### src/verilog/irqmb_pkg.sv
package irqmb_pkg;

    // ************************************************************
    // register indices and byte addresses
    // ************************************************************
    localparam int ADDR_W = 18;
    localparam int GROUPS = 5;
    localparam logic [15:0] IDX_CLK_TICK_MASK = 16'hFFE6;
    localparam logic [15:0] IDX_STOPWATCH_MASK = 16'hFFE7;
    localparam logic [15:0] IDX_SERIAL_B_MASK = 16'hFFE8;
    localparam logic [15:0] IDX_DIALER_MASK = 16'hFFE9;
    localparam logic [15:0] IDX_FSK_DETECT_MASK = 16'hFFEA;
    // pending flags, one word per group, same layout as the masks
    localparam logic [15:0] IDX_PEND_BASE = 16'hFFF0;
    localparam logic [ADDR_W-1:0] ADDR_CLK_TICK_MASK = {IDX_CLK_TICK_MASK, 2'h0};
    localparam logic [ADDR_W-1:0] ADDR_FSK_DETECT_MASK = {IDX_FSK_DETECT_MASK, 2'h0};

    // ************************************************************
    // field layout
    // ************************************************************
    localparam int CLK_TICK_32HZ_BIT = 0;
    localparam int CLK_TICK_8HZ_BIT = 1;
    localparam int STOPWATCH_10HZ_BIT = 0;
    localparam int STOPWATCH_1HZ_BIT = 1;
    localparam int SERIAL_B_RX_DONE_BIT = 0;
    localparam int SERIAL_B_TX_DONE_BIT = 1;
    localparam int SERIAL_B_ERROR_BIT = 2;
    localparam int DIALER_BIT = 0;
    localparam int CARRIER_DETECT_BIT = 0;
    localparam int RING_DETECT_BIT = 1;

    localparam logic [3:0] IMPL_CLK_TICK = 4'hF;
    localparam logic [3:0] IMPL_STOPWATCH = 4'h3;
    localparam logic [3:0] IMPL_SERIAL_B = 4'h7;
    localparam logic [3:0] IMPL_DIALER = 4'h1;
    // ring above carrier
    localparam logic [3:0] IMPL_FSK_DETECT = 4'h3;
    localparam logic [4*GROUPS-1:0] IMPL_ALL =
        {IMPL_FSK_DETECT, IMPL_DIALER, IMPL_SERIAL_B, IMPL_STOPWATCH, IMPL_CLK_TICK};

    localparam logic [3:0] MASK_RESET = 4'h0;
    localparam logic [3:0] PEND_RESET = 4'h0;

    // ************************************************************
    // bus handshake
    // ************************************************************
    typedef enum logic [1:0] {
        IRQMB_IDLE = 2'h0,
        IRQMB_ACK = 2'h1
    } irqmb_bus_state_t;

endpackage

### src/verilog/irqmb_slice.sv
`timescale 1ns/1ps
// one 4-bit group: mask bits plus sticky pending flags
module irqmb_slice #(
    parameter logic [3:0] IMPL = 4'hF
) (
    input wire logic clk_i,
    input wire logic rst_i,
    input wire logic mask_we_i,
    input wire logic clr_we_i,
    input wire logic [3:0] wdata_i,
    input wire logic [3:0] req_i,
    output logic [3:0] mask_o,
    output logic [3:0] pend_o
);

    genvar i;
    generate
        for (i = 0; i < 4; i++) begin : g_bit
            if (IMPL[i]) begin : g_impl
                always_ff @(posedge clk_i or posedge rst_i) begin
                    if (rst_i) begin
                        mask_o[i] <= irqmb_pkg::MASK_RESET[i];
                    end else if (mask_we_i) begin
                        mask_o[i] <= wdata_i[i];
                    end
                end
                // a request in the clearing cycle wins, so no event is lost
                always_ff @(posedge clk_i or posedge rst_i) begin
                    if (rst_i) begin
                        pend_o[i] <= irqmb_pkg::PEND_RESET[i];
                    end else if (req_i[i]) begin
                        pend_o[i] <= 1'b1;
                    end else if (clr_we_i && wdata_i[i]) begin
                        pend_o[i] <= 1'b0;
                    end
                end
            end else begin : g_unused
                // no flop here, the position is tied low
                assign mask_o[i] = 1'b0;
                assign pend_o[i] = 1'b0;
            end
        end
    endgenerate

endmodule

### src/verilog/irqmb_top.sv
// Added by the designer: register access over Avalon-MM.
`timescale 1ns/1ps
module irqmb_top (
    input wire logic REF_CLK_I,
    input wire logic RST_I,
    input wire logic [17:0] AVS_ADDRESS_I,
    input wire logic AVS_READ_I,
    input wire logic AVS_WRITE_I,
    input wire logic [31:0] AVS_WRITEDATA_I,
    input wire logic [3:0] AVS_BYTEENABLE_I,
    output logic [31:0] AVS_READDATA_O,
    output logic AVS_WAITREQUEST_O,
    input wire logic [3:0] CLK_TICK_REQ_I,
    input wire logic [1:0] STOPWATCH_REQ_I,
    input wire logic [2:0] SERIAL_B_REQ_I,
    input wire logic DIALER_REQ_I,
    input wire logic [1:0] FSK_DETECT_REQ_I,
    output logic IRQ_O
);

    // ************************************************************
    // declarations
    // ************************************************************
    localparam int G = irqmb_pkg::GROUPS;

    irqmb_pkg::irqmb_bus_state_t state;
    irqmb_pkg::irqmb_bus_state_t next_state;
    logic req_new;
    logic [15:0] word_idx;
    logic [15:0] mask_off;
    logic [15:0] pend_off;
    logic hit_mask;
    logic hit_pend;
    logic [2:0] grp;
    logic do_write;
    logic [31:0] next_readdata;
    logic [4*G-1:0] req_all;
    logic [4*G-1:0] mask_all;
    logic [4*G-1:0] pend_all;
    logic next_irq;

    // ************************************************************
    // address decode
    // ************************************************************
    // registers are consecutive indices, so one subtract decodes each bank, one for the masks and one for the pending words
    assign word_idx = AVS_ADDRESS_I[17:2];
    assign mask_off = word_idx - irqmb_pkg::IDX_CLK_TICK_MASK;
    assign pend_off = word_idx - irqmb_pkg::IDX_PEND_BASE;
    assign hit_mask = (AVS_ADDRESS_I[1:0] == 2'h0) && (mask_off < 16'(G));
    assign hit_pend = (AVS_ADDRESS_I[1:0] == 2'h0) && (pend_off < 16'(G));
    assign grp = hit_mask ? mask_off[2:0] : pend_off[2:0];
    assign req_new = (AVS_READ_I || AVS_WRITE_I) && (state == irqmb_pkg::IRQMB_IDLE);
    // the write lands on the edge where the master sees waitrequest low
    assign do_write = (state == irqmb_pkg::IRQMB_ACK) && AVS_WRITE_I && AVS_BYTEENABLE_I[0];

    // ************************************************************
    // bus handshake
    // ************************************************************
    always_comb begin
        next_state = irqmb_pkg::IRQMB_IDLE;
        unique case (state)
            irqmb_pkg::IRQMB_IDLE: begin
                next_state = req_new ? irqmb_pkg::IRQMB_ACK : irqmb_pkg::IRQMB_IDLE;
            end
            irqmb_pkg::IRQMB_ACK: begin
                next_state = irqmb_pkg::IRQMB_IDLE;
            end
        endcase
    end

    always_ff @(posedge REF_CLK_I or posedge RST_I) begin
        if (RST_I) begin
            state <= irqmb_pkg::IRQMB_IDLE;
        end else begin
            state <= next_state;
        end
    end

    always_ff @(posedge REF_CLK_I or posedge RST_I) begin
        if (RST_I) begin
            AVS_WAITREQUEST_O <= 1'b1;
        end else begin
            AVS_WAITREQUEST_O <= !(next_state == irqmb_pkg::IRQMB_ACK);
        end
    end

    // ************************************************************
    // read data
    // ************************************************************
    // unmapped words and unused bits read as zero
    always_comb begin
        next_readdata = 32'h0000_0000;
        if (hit_mask) begin
            next_readdata[3:0] = mask_all[4*grp +: 4];
        end else if (hit_pend) begin
            next_readdata[3:0] = pend_all[4*grp +: 4];
        end
    end

    always_ff @(posedge REF_CLK_I or posedge RST_I) begin
        if (RST_I) begin
            AVS_READDATA_O <= 32'h0000_0000;
        end else if (req_new && AVS_READ_I) begin
            AVS_READDATA_O <= next_readdata;
        end
    end

    // ************************************************************
    // register bank
    // ************************************************************
    assign req_all = {2'h0, FSK_DETECT_REQ_I, 3'h0, DIALER_REQ_I, 1'b0, SERIAL_B_REQ_I,
                      2'h0, STOPWATCH_REQ_I, CLK_TICK_REQ_I};

    genvar g;
    generate
        for (g = 0; g < G; g++) begin : g_grp
            irqmb_slice #(
                .IMPL(irqmb_pkg::IMPL_ALL[4*g +: 4])
            ) u_slice (
                .clk_i(REF_CLK_I),
                .rst_i(RST_I),
                .mask_we_i(do_write && hit_mask && (mask_off == 16'(g))),
                .clr_we_i(do_write && hit_pend && (pend_off == 16'(g))),
                .wdata_i(AVS_WRITEDATA_I[3:0]),
                .req_i(req_all[4*g +: 4]),
                .mask_o(mask_all[4*g +: 4]),
                .pend_o(pend_all[4*g +: 4])
            );
        end
    endgenerate

    // ************************************************************
    // interrupt output
    // ************************************************************
    assign next_irq = |(pend_all & mask_all);

    always_ff @(posedge REF_CLK_I or posedge RST_I) begin
        if (RST_I) begin
            IRQ_O <= 1'b0;
        end else begin
            IRQ_O <= next_irq;
        end
    end

    // ************************************************************
    // assertions
    // ************************************************************
    logic wr_clk;
    logic wr_sw;
    logic wr_ser;
    logic wr_dial;
    logic wr_fsk;
    assign wr_clk = do_write && hit_mask && (mask_off == 16'h0);
    assign wr_sw = do_write && hit_mask && (mask_off == 16'h1);
    assign wr_ser = do_write && hit_mask && (mask_off == 16'h2);
    assign wr_dial = do_write && hit_mask && (mask_off == 16'h3);
    assign wr_fsk = do_write && hit_mask && (mask_off == 16'h4);

    a_clk_mask_write: assert property (@(posedge REF_CLK_I) disable iff (RST_I)
        wr_clk |=> mask_all[3:0] == $past(AVS_WRITEDATA_I[3:0]))
        else $error("clock timer mask not written");

    a_sw_mask_write: assert property (@(posedge REF_CLK_I) disable iff (RST_I)
        wr_sw |=> mask_all[7:4] == {2'h0, $past(AVS_WRITEDATA_I[1:0])})
        else $error("stopwatch mask wrong after write");

    a_serial_mask_write: assert property (@(posedge REF_CLK_I) disable iff (RST_I)
        wr_ser |=> mask_all[11:8] == {1'b0, $past(AVS_WRITEDATA_I[2:0])})
        else $error("serial mask wrong after write");

    a_dialer_mask_write: assert property (@(posedge REF_CLK_I) disable iff (RST_I)
        wr_dial |=> mask_all[15:12] == {3'h0, $past(AVS_WRITEDATA_I[0])})
        else $error("dialer mask wrong after write");

    a_ring_mask_write: assert property (@(posedge REF_CLK_I) disable iff (RST_I)
        wr_fsk |=> mask_all[16 + irqmb_pkg::RING_DETECT_BIT] == $past(AVS_WRITEDATA_I[1]))
        else $error("ring detect mask wrong after write");

    a_carrier_mask_write: assert property (@(posedge REF_CLK_I) disable iff (RST_I)
        wr_fsk |=> mask_all[16 + irqmb_pkg::CARRIER_DETECT_BIT] == $past(AVS_WRITEDATA_I[0]))
        else $error("carrier detect mask wrong after write");

    a_reset_masked: assert property (@(posedge REF_CLK_I)
        $fell(RST_I) |-> (mask_all == '0) && !IRQ_O)
        else $error("mask bits not clear after reset");

    a_unused_zero: assert property (@(posedge REF_CLK_I) disable iff (RST_I)
        ((mask_all | pend_all) & ~irqmb_pkg::IMPL_ALL) == '0 && AVS_READDATA_O[31:4] == '0)
        else $error("unused bit position not zero");

    a_irq_follows: assert property (@(posedge REF_CLK_I) disable iff (RST_I)
        ##1 IRQ_O == $past(|(pend_all & mask_all)))
        else $error("interrupt output does not follow masked pending");

    a_readback_clk: assert property (@(posedge REF_CLK_I) disable iff (RST_I)
        (req_new && AVS_READ_I && AVS_ADDRESS_I == irqmb_pkg::ADDR_CLK_TICK_MASK)
        |=> !AVS_WAITREQUEST_O && AVS_READDATA_O[3:0] == $past(mask_all[3:0]))
        else $error("clock timer mask read back wrong");

    a_wait_one_cycle: assert property (@(posedge REF_CLK_I) disable iff (RST_I)
        req_new |=> !AVS_WAITREQUEST_O ##1 AVS_WAITREQUEST_O)
        else $error("waitrequest not low for exactly one cycle");

    // helper for the set-wins check, unused positions dropped
    logic [4*G-1:0] req_impl;
    assign req_impl = req_all & irqmb_pkg::IMPL_ALL;

    a_pend_set_wins: assert property (@(posedge REF_CLK_I) disable iff (RST_I)
        (req_impl != '0) |=> (pend_all & $past(req_impl)) == $past(req_impl))
        else $error("request did not set its pending bit");

    a_masked_quiet: assert property (@(posedge REF_CLK_I) disable iff (RST_I)
        ((pend_all & mask_all) == '0) |=> !IRQ_O)
        else $error("interrupt raised with no unmasked pending bit");

    a_be_ignored: assert property (@(posedge REF_CLK_I) disable iff (RST_I)
        ((state == irqmb_pkg::IRQMB_ACK) && AVS_WRITE_I && !AVS_BYTEENABLE_I[0])
        |=> $stable(mask_all))
        else $error("mask changed by write with byte lane 0 off");

    a_unmapped_zero: assert property (@(posedge REF_CLK_I) disable iff (RST_I)
        (req_new && AVS_READ_I && !hit_mask && !hit_pend) |=> AVS_READDATA_O == '0)
        else $error("unmapped read not zero");

    c_fsk_write: cover property (@(posedge REF_CLK_I) disable iff (RST_I)
        wr_fsk && AVS_WRITEDATA_I[1:0] == 2'h3);
    c_irq_raise: cover property (@(posedge REF_CLK_I) disable iff (RST_I)
        $rose(IRQ_O));
    c_clear_race: cover property (@(posedge REF_CLK_I) disable iff (RST_I)
        do_write && hit_pend && |req_all);
    c_read_pend: cover property (@(posedge REF_CLK_I) disable iff (RST_I)
        req_new && AVS_READ_I && hit_pend);

endmodule

### config.mk
export PLATFORM = sky130hd
export DESIGN_NAME = irqmb_top
export DESIGN_NICKNAME = d
export VERILOG_FILES = /design/src/verilog/irqmb_pkg.sv /design/src/verilog/irqmb_slice.sv /design/src/verilog/irqmb_top.sv
export SDC_FILE = /design/constraint.sdc
export NUM_CORES = 1
export LEC_CHECK = 0
export BUFFER_PORTS_ARGS = -buffer_cell sky130_fd_sc_hd__buf_2
export CAP_MARGIN = 20
export CORE_ASPECT_RATIO = 1.25
export CORE_UTILIZATION = 25
export CTS_BUF_LIST = sky130_fd_sc_hd__clkbuf_2 sky130_fd_sc_hd__clkbuf_4 sky130_fd_sc_hd__clkbuf_8
export DETAILED_ROUTE_END_ITERATION = 8
export GPL_ROUTABILITY_DRIVEN = 0
export PLACE_DENSITY = 0.45
export SYNTH_ARGS = -nofsm -noshare
export SYNTH_HDL_FRONTEND = slang
export SYNTH_SLANG_ARGS = --single-unit
### constraint.sdc
create_clock -name REF_CLK_I -period 2.3 [get_ports REF_CLK_I]
set_input_delay 0.575 -clock REF_CLK_I [delete_from_list [all_inputs] [get_ports REF_CLK_I]]
set_output_delay 0.575 -clock REF_CLK_I [all_outputs]
set_load 0.01 [all_outputs]
==> out/results.ini, run 1 <==
[global_routing]
grt_pass1_wl_um=11040
gr-total-overflow=0
largest_net_degree_at_the_start_of_global_routing=32
grt_pass1_vias=2173
grt_use_total=0.1539
grt_antenna_before_repair=0

[die]
rows=38
dieArea_um2=9374
die_w_um=86.80
die_h_um=108
design.portCount=104
core_um2=8701
floorplan.initialDensity=0.2583

[clock_tree]
cts.root.buffer_cell=sky130_fd_sc_hd__clkbuf_8
path_clk_slew_ns=0.07
cts-buffers-inserted=5
cts_num_sinks=31
cts-root-to-sink-buffers=2
clock_insertion_delay_worst_skew_ns=0.28
cts_tree=done
cts_max_level=2
cts-hold-fix-buffers=0

[worst_setup_path]
crit_type=in -> reg
crit_required_ns=2.51
worstPathCellList=buf_8, ha_4, o311ai_4, or4_1, o31a_1, a32o_2, buf_6, buf_8, or4_1, nand3_1
crit_path_max_incr_delay_ns=0.54
end_kind=register
critical_path.startpoint_type=input pin
critical_path_arrival_ns=2.71
slowest_stage=sky130_fd_sc_hd__or4_1
critical_path_peak_fanout=8

[synth]
yosys.area.top_type_share=0.3341
synthTopCellsByArea=sky130_fd_sc_hd__dfrtp_1, sky130_fd_sc_hd__buf_4, sky130_fd_sc_hd__a21o_1
netlist-cell-type-count=51
async_set_reset_flop_share_out_of_synthesis=1.000
synth_edf_count=0
yosysSeqAreaShare=0.3458
ys.warnings.count=0
synth_top_area_cell=sky130_fd_sc_hd__dfrtp_1
synth-seq-cells=31
netlist_instances=243
synth_area_per_cell_um2=9.248
syn-cell-area_um2=2247
synth_top_flop_cell=sky130_fd_sc_hd__dfrtp_1

[power]
static-leakage-power_nw=1.352
pwr_density_cell_nw_per_um2=404.1
total_power_mw=1.254
max-vdd-ir-drop_mv=0.2620

[finish]
postLayoutCoreUtil=0.3568
mostFrequentLayoutCells=sky130_fd_sc_hd__buf_4, sky130_fd_sc_hd__buf_2, sky130_fd_sc_hd__dfrtp_1
area_overhead_of_the_layout_relative_to_synthesis_pct=38.14
final_common_cell=sky130_fd_sc_hd__buf_4
final_cells=450
fin_area_um2=3104
final_layout_size_suffix_gt1_frac=0.3939
finalNetCount=400
insertedDiodeCount=0

[routing]
drc_errors=0
routed_wirelength_um=6602
detail-route-antenna-nets=0
dr.first_iter.drc_count=70
detail_route.vias_per_cell=4.671
drtPass1Iterations=4
number_of_vias_in_the_routed_layout=2102
route.detailed.wl_per_inst_um=14.67

[outcome]
outcome=complete, but fails checks
violations=setup timing

[sta]
rsz0062_at_grt=yes
max_freq_mhz=400.4
final_hold_viol_count=0
worst_slack_setup_final_ns=-0.1978
final_period_minus_worst_setup_slack_ns=2.498
skew_ns=0.004815
final_min_period_over_clock_period=1.086
final_max_slew_viols=0
final-setup-viol-count=16

[placement]
placed_cells_incl_taps=438
portBuffers=44
detailed_place_hpwl_um=5174
placement.cell_area_um2=2874

[run]
drv_cap=0

[min_path]
hold_path.class=in -> async

registers in the layout (all words and copies together), names as in the netlist:
register / count
g_grp.u_slice.mask_o: 12
g_grp.u_slice.pend_o: 12
AVS_READDATA_O: 4
AVS_WAITREQUEST_O: 1
IRQ_O: 1
state: 1
cell type report:
class	instances	area, µm²
fillers	910	5597
multi-input cells	197	1449
flip-flops and latches	31	777.0
repair buffers	91	625.6
well taps	120	150.1
clock buffers	8	91.34
inverters	3	11.26
cell usage after synthesis, types with 5 or more instances:
cell type / count
sky130_fd_sc_hd__dfrtp_1: 30
sky130_fd_sc_hd__nand2_1: 18
sky130_fd_sc_hd__nand3_1: 16
sky130_fd_sc_hd__clkbuf_1: 9
sky130_fd_sc_hd__a21o_1: 12
sky130_fd_sc_hd__nand4_1: 9
sky130_fd_sc_hd__nand2b_1: 7
sky130_fd_sc_hd__or4_1: 9
sky130_fd_sc_hd__or3_1: 5
sky130_fd_sc_hd__nor3_1: 10
sky130_fd_sc_hd__buf_4: 28
sky130_fd_sc_hd__mux2_2: 6
sky130_fd_sc_hd__mux2i_1: 5
sky130_fd_sc_hd__nand4b_1: 5
sky130_fd_sc_hd__nor2_1: 10
where the power goes:
part           leakage, nW  internal (mW)  switching [mW]  total (mW)
clock network       0.0498          0.250           0.193       0.444
logic                0.938          0.113           0.146       0.259
registers            0.365          0.551         0.00120       0.552
total                 1.35          0.914           0.340        1.25
final timing paths:
path / endpoint / slack (ns) / start / cells past startpoint
worst max register to register: g_grp[1].u_slice.mask_o[1]$_DFFE_PP0P_ / 0.17 / state[0]$_DFF_PP0_ / 6
min in group REF_CLK_I: g_grp[4].u_slice.pend_o[0]$_DFFE_PP0P_ / 0.47 / FSK_DETECT_REQ_I[0] / 2
worst min register to register: AVS_READDATA_O[2]$_DFFE_PP0P_ / 0.48 / AVS_READDATA_O[2]$_DFFE_PP0P_ / 2
worst max-delay path: AVS_READDATA_O[3]$_DFFE_PP0P_ / -0.20 / AVS_ADDRESS_I[4] / 10
worst min-delay path: g_grp[4].u_slice.pend_o[0]$_DFFE_PP0P_ / 0.37 / RST_I / 3
max in group asynchronous: AVS_WAITREQUEST_O$_DFF_PP1_ / 1.60 / RST_I / 3
repair_timing:
action	CTS	global route
pin swaps	18	7
gates resized for setup	16	7
setup endpoints to repair	16	16
cloned	0	0
setup buffers	3	1
hold endpoints to repair	0	0
worst max-delay path: cells and delay by family:
family                   cells  cell delay, ns
buffers and inverters        3            0.34
adder cells (fa/ha/maj)      1            0.16
AND/OR/NAND/NOR              3            1.15
AO/OA/AOI/OAI                3            0.49
per-layer routing:
layer  global-route usage  routed length (µm)  up-vias
li1                     -                   -     1034
met1               0.1841                2863      993
met2               0.2711                3283       61
met3              0.02214                 250       14
met4              0.06786                 204        0
met5                    0                   0        -
cells by family after synthesis:
logic type | share of synthesized area
AND/OR/NAND/NOR | 0.2723
AO/OA/AOI/OAI | 0.1442
buffers and inverters | 0.1175
flip-flops | 0.3458
multiplexers | 0.1091
adder cells (fa/ha/maj) | 0.005567
other | 0.001669
XOR/XNOR | 0.003898
stage by stage:
stage               setup WS [ns]  TNS (ns)  hold slack, ns
floorplan                 -0.3145    -3.807          0.4654
global placement          -0.6856    -10.91          0.4605
detailed placement        -0.6802    -11.04          0.4706
CTS                       -0.1959    -2.452          0.3824
global route              -0.2920    -3.661          0.4094
finish                    -0.1978    -2.368          0.3724
No activity file was read; power rests on OpenSTA's default activity.
==> inputs of run 2 (changes only) <==
==> constraint.sdc (replaced) <==
create_clock -name REF_CLK_I -period 2.3 [get_ports REF_CLK_I]
set_input_delay 0.345 -clock REF_CLK_I [delete_from_list [all_inputs] [get_ports REF_CLK_I]]
set_output_delay 0.345 -clock REF_CLK_I [all_outputs]
set_load 0.01 [all_outputs]
==> out/results.ini, run 2 (synthesized netlist as in run 1, its figures left out) <==
[clock_tree]
path_clk_slew_ns=0.07  ; about the same
cts-root-to-sink-buffers=2  ; unchanged
cts.root.buffer_cell=sky130_fd_sc_hd__clkbuf_8
cts-buffers-inserted=5  ; unchanged
cts_num_sinks=31  ; unchanged
clock_insertion_delay_worst_skew_ns=0.29  ; about the same
cts_max_level=2  ; unchanged
cts_tree=done

[die]
design.portCount=104  ; unchanged
floorplan.initialDensity=0.2583  ; unchanged
die_w_um=86.80  ; unchanged
core_um2=8701  ; unchanged
rows=38  ; unchanged
die_h_um=108  ; unchanged
dieArea_um2=9374  ; unchanged

[routing]
drtPass1Iterations=4  ; unchanged
detail-route-antenna-nets=0  ; unchanged
route.detailed.wl_per_inst_um=14.55  ; -0.85%
dr.first_iter.drc_count=103  ; +47%
routed_wirelength_um=6502  ; -1.5%
number_of_vias_in_the_routed_layout=2101  ; -0.048%
drc_errors=0  ; unchanged
detail_route.vias_per_cell=4.700  ; +0.62%

[power]
power_switching_mw=0.3539  ; +4.0%
fraction_of_power_consumed_by_sequential_logic=0.437  ; -0.003
total_power_mw=1.263  ; +0.70%
pwr_density_cell_nw_per_um2=416.3  ; +3.0%
static-leakage-power_nw=1.324  ; -2.1%
combPwrFrac=0.197  ; -0.009
clock_power_frac=0.366  ; +0.012
power.internal_mw=0.9092  ; -0.52%
max-vdd-ir-drop_mv=0.3371  ; +29%
sw_share=0.2802  ; +0.008845

[sta]
skew_ns=0.01120  ; +0.006382 ns
rsz0062_at_grt=yes
final_max_slew_viols=0  ; unchanged
worst_slack_setup_final_ns=0.03797  ; +0.2358 ns
final_min_period_over_clock_period=0.9835  ; -0.1025
final_period_minus_worst_setup_slack_ns=2.262  ; -0.2358 ns
max_freq_mhz=442.1  ; +10%
tns_ns=0  ; +2.368 ns
final_hold_viol_count=0  ; unchanged
final-setup-viol-count=0  ; -16

[outcome]
outcome=complete, no violations

[global_routing]
grt_use_total=0.1497  ; -0.004141
largest_net_degree_at_the_start_of_global_routing=32  ; unchanged
grt_pass1_wl_um=10620  ; -3.8%
grt_antenna_before_repair=0  ; unchanged
gr-total-overflow=0  ; unchanged
grt_pass1_vias=2103  ; -3.2%

[worst_setup_path]
crit_type=in -> reg
critical_path_peak_fanout=3  ; -5
critical_path_arrival_ns=2.43  ; -0.28 ns
end_kind=register
critical_path.startpoint_type=input pin
crit_required_ns=2.47  ; -0.04 ns

[min_path]
hold_path.class=in -> async

[placement]
placement.cell_area_um2=2830  ; -1.5%
dpl_worst_slack_ns=-0.3583  ; +0.3218 ns
detailed_place_hpwl_um=5098  ; -1.5%
portBuffers=44  ; unchanged

[finish]
fin_area_um2=3034  ; -2.3%
mostFrequentLayoutCells=sky130_fd_sc_hd__buf_2, sky130_fd_sc_hd__buf_4, sky130_fd_sc_hd__dfrtp_1
finalNetCount=397  ; -0.75%
final_layout_size_suffix_gt1_frac=0.3792  ; -0.01473
layout_top_registers=g_grp.u_slice.mask_o x12, g_grp.u_slice.pend_o x12, AVS_READDATA_O x4
area_overhead_of_the_layout_relative_to_synthesis_pct=35.02
insertedDiodeCount=0  ; unchanged

[run]
drv_cap=0  ; unchanged

==> run 2: cell count changes in the layout (fill, tap and decap cells not counted), sizes merged <==
cell    delta
clkbuf     -1
clkinv     +1
buf        -3
==> run 2: layout make-up <==
cell class | instances | area (µm²)
repair buffers | 88 | 578.1
well taps | 120 | 150.1
inverters | 3 | 11.26
fillers | 899 | 5667
clock buffers | 7 | 90.09
multi-input cells | 197 | 1423
clock inverters | 1 | 5.005
flip-flops and latches | 31 | 777.0
==> run 2: repair_timing <==
item	in CTS	in global routing
gates resized for setup	15	7
pin swaps	8	5
hold buffers	0	0
setup endpoints to repair	16	16
setup buffers	1	3
==> run 2: power groups by stage <==
| stage | sequential (mW) | clock [mW] | combinational, mW |
|---|---|---|---|
| final | 0.552 | 0.462 | 0.249 |
| after global routing | 0.553 | 0.497 | 0.276 |
| after CTS | 0.552 | 0.470 | 0.247 |
| after detailed placement | 0.562 | 0 | 0.239 |
| after global placement | 0.562 | 0 | 0.239 |
| after floorplan | 0.564 | 0 | 0.143 |
==> run 2: worst paths after layout <==
kind | from | endpoint | slack [ns] | depth (start not counted)
max | AVS_ADDRESS_I[4] | g_grp[1].u_slice.mask_o[0]$_DFFE_PP0P_ | 0.04 | 9
min | RST_I | g_grp[0].u_slice.pend_o[1]$_DFFE_PP0P_ | 0.12 | 3
max reg2reg | state[0]$_DFF_PP0_ | g_grp[1].u_slice.mask_o[0]$_DFFE_PP0P_ | 0.12 | 6
min reg2reg | AVS_READDATA_O[2]$_DFFE_PP0P_ | AVS_READDATA_O[2]$_DFFE_PP0P_ | 0.48 | 2
max in group asynchronous | RST_I | AVS_WAITREQUEST_O$_DFF_PP1_ | 1.86 | 3
min in group REF_CLK_I | FSK_DETECT_REQ_I[0] | g_grp[4].u_slice.pend_o[0]$_DFFE_PP0P_ | 0.23 | 2
==> run 2: per-stage QoR <==
stage / hold WS [ns] / instances / utilization
after global routing: 0.1726 / 447 / 0.3487
after floorplan: 0.4373 / 270 / -
after CTS: 0.1421 / 445 / 0.3437
final: 0.1227 / 447 / 0.3487
after global placement: 0.4516 / 436 / 0.3253
after detailed placement: 0.4564 / 436 / 0.3253
==> run 2: per-layer routing <==
layer / share of wire / vias up / track usage
met3: 0.035 / 9 / 0.02595
met2: 0.53 / 61 / 0.2688
met1: 0.42 / 997 / 0.1743
li1: - / 1034 / -
met5: 0 / - / 0
met4: 0.020 / 0 / 0.06071
==> run 2: critical path: stages <==
cell	delay, ns
sky130_fd_sc_hd__buf_8	0.10
sky130_fd_sc_hd__ha_4	0.17
sky130_fd_sc_hd__xnor2_1	0.15
sky130_fd_sc_hd__buf_4	0.15
sky130_fd_sc_hd__nand2b_1	0.14
sky130_fd_sc_hd__buf_4	0.14
sky130_fd_sc_hd__or3_1	0.35
sky130_fd_sc_hd__or4_4	0.56
sky130_fd_sc_hd__mux2_1	0.32
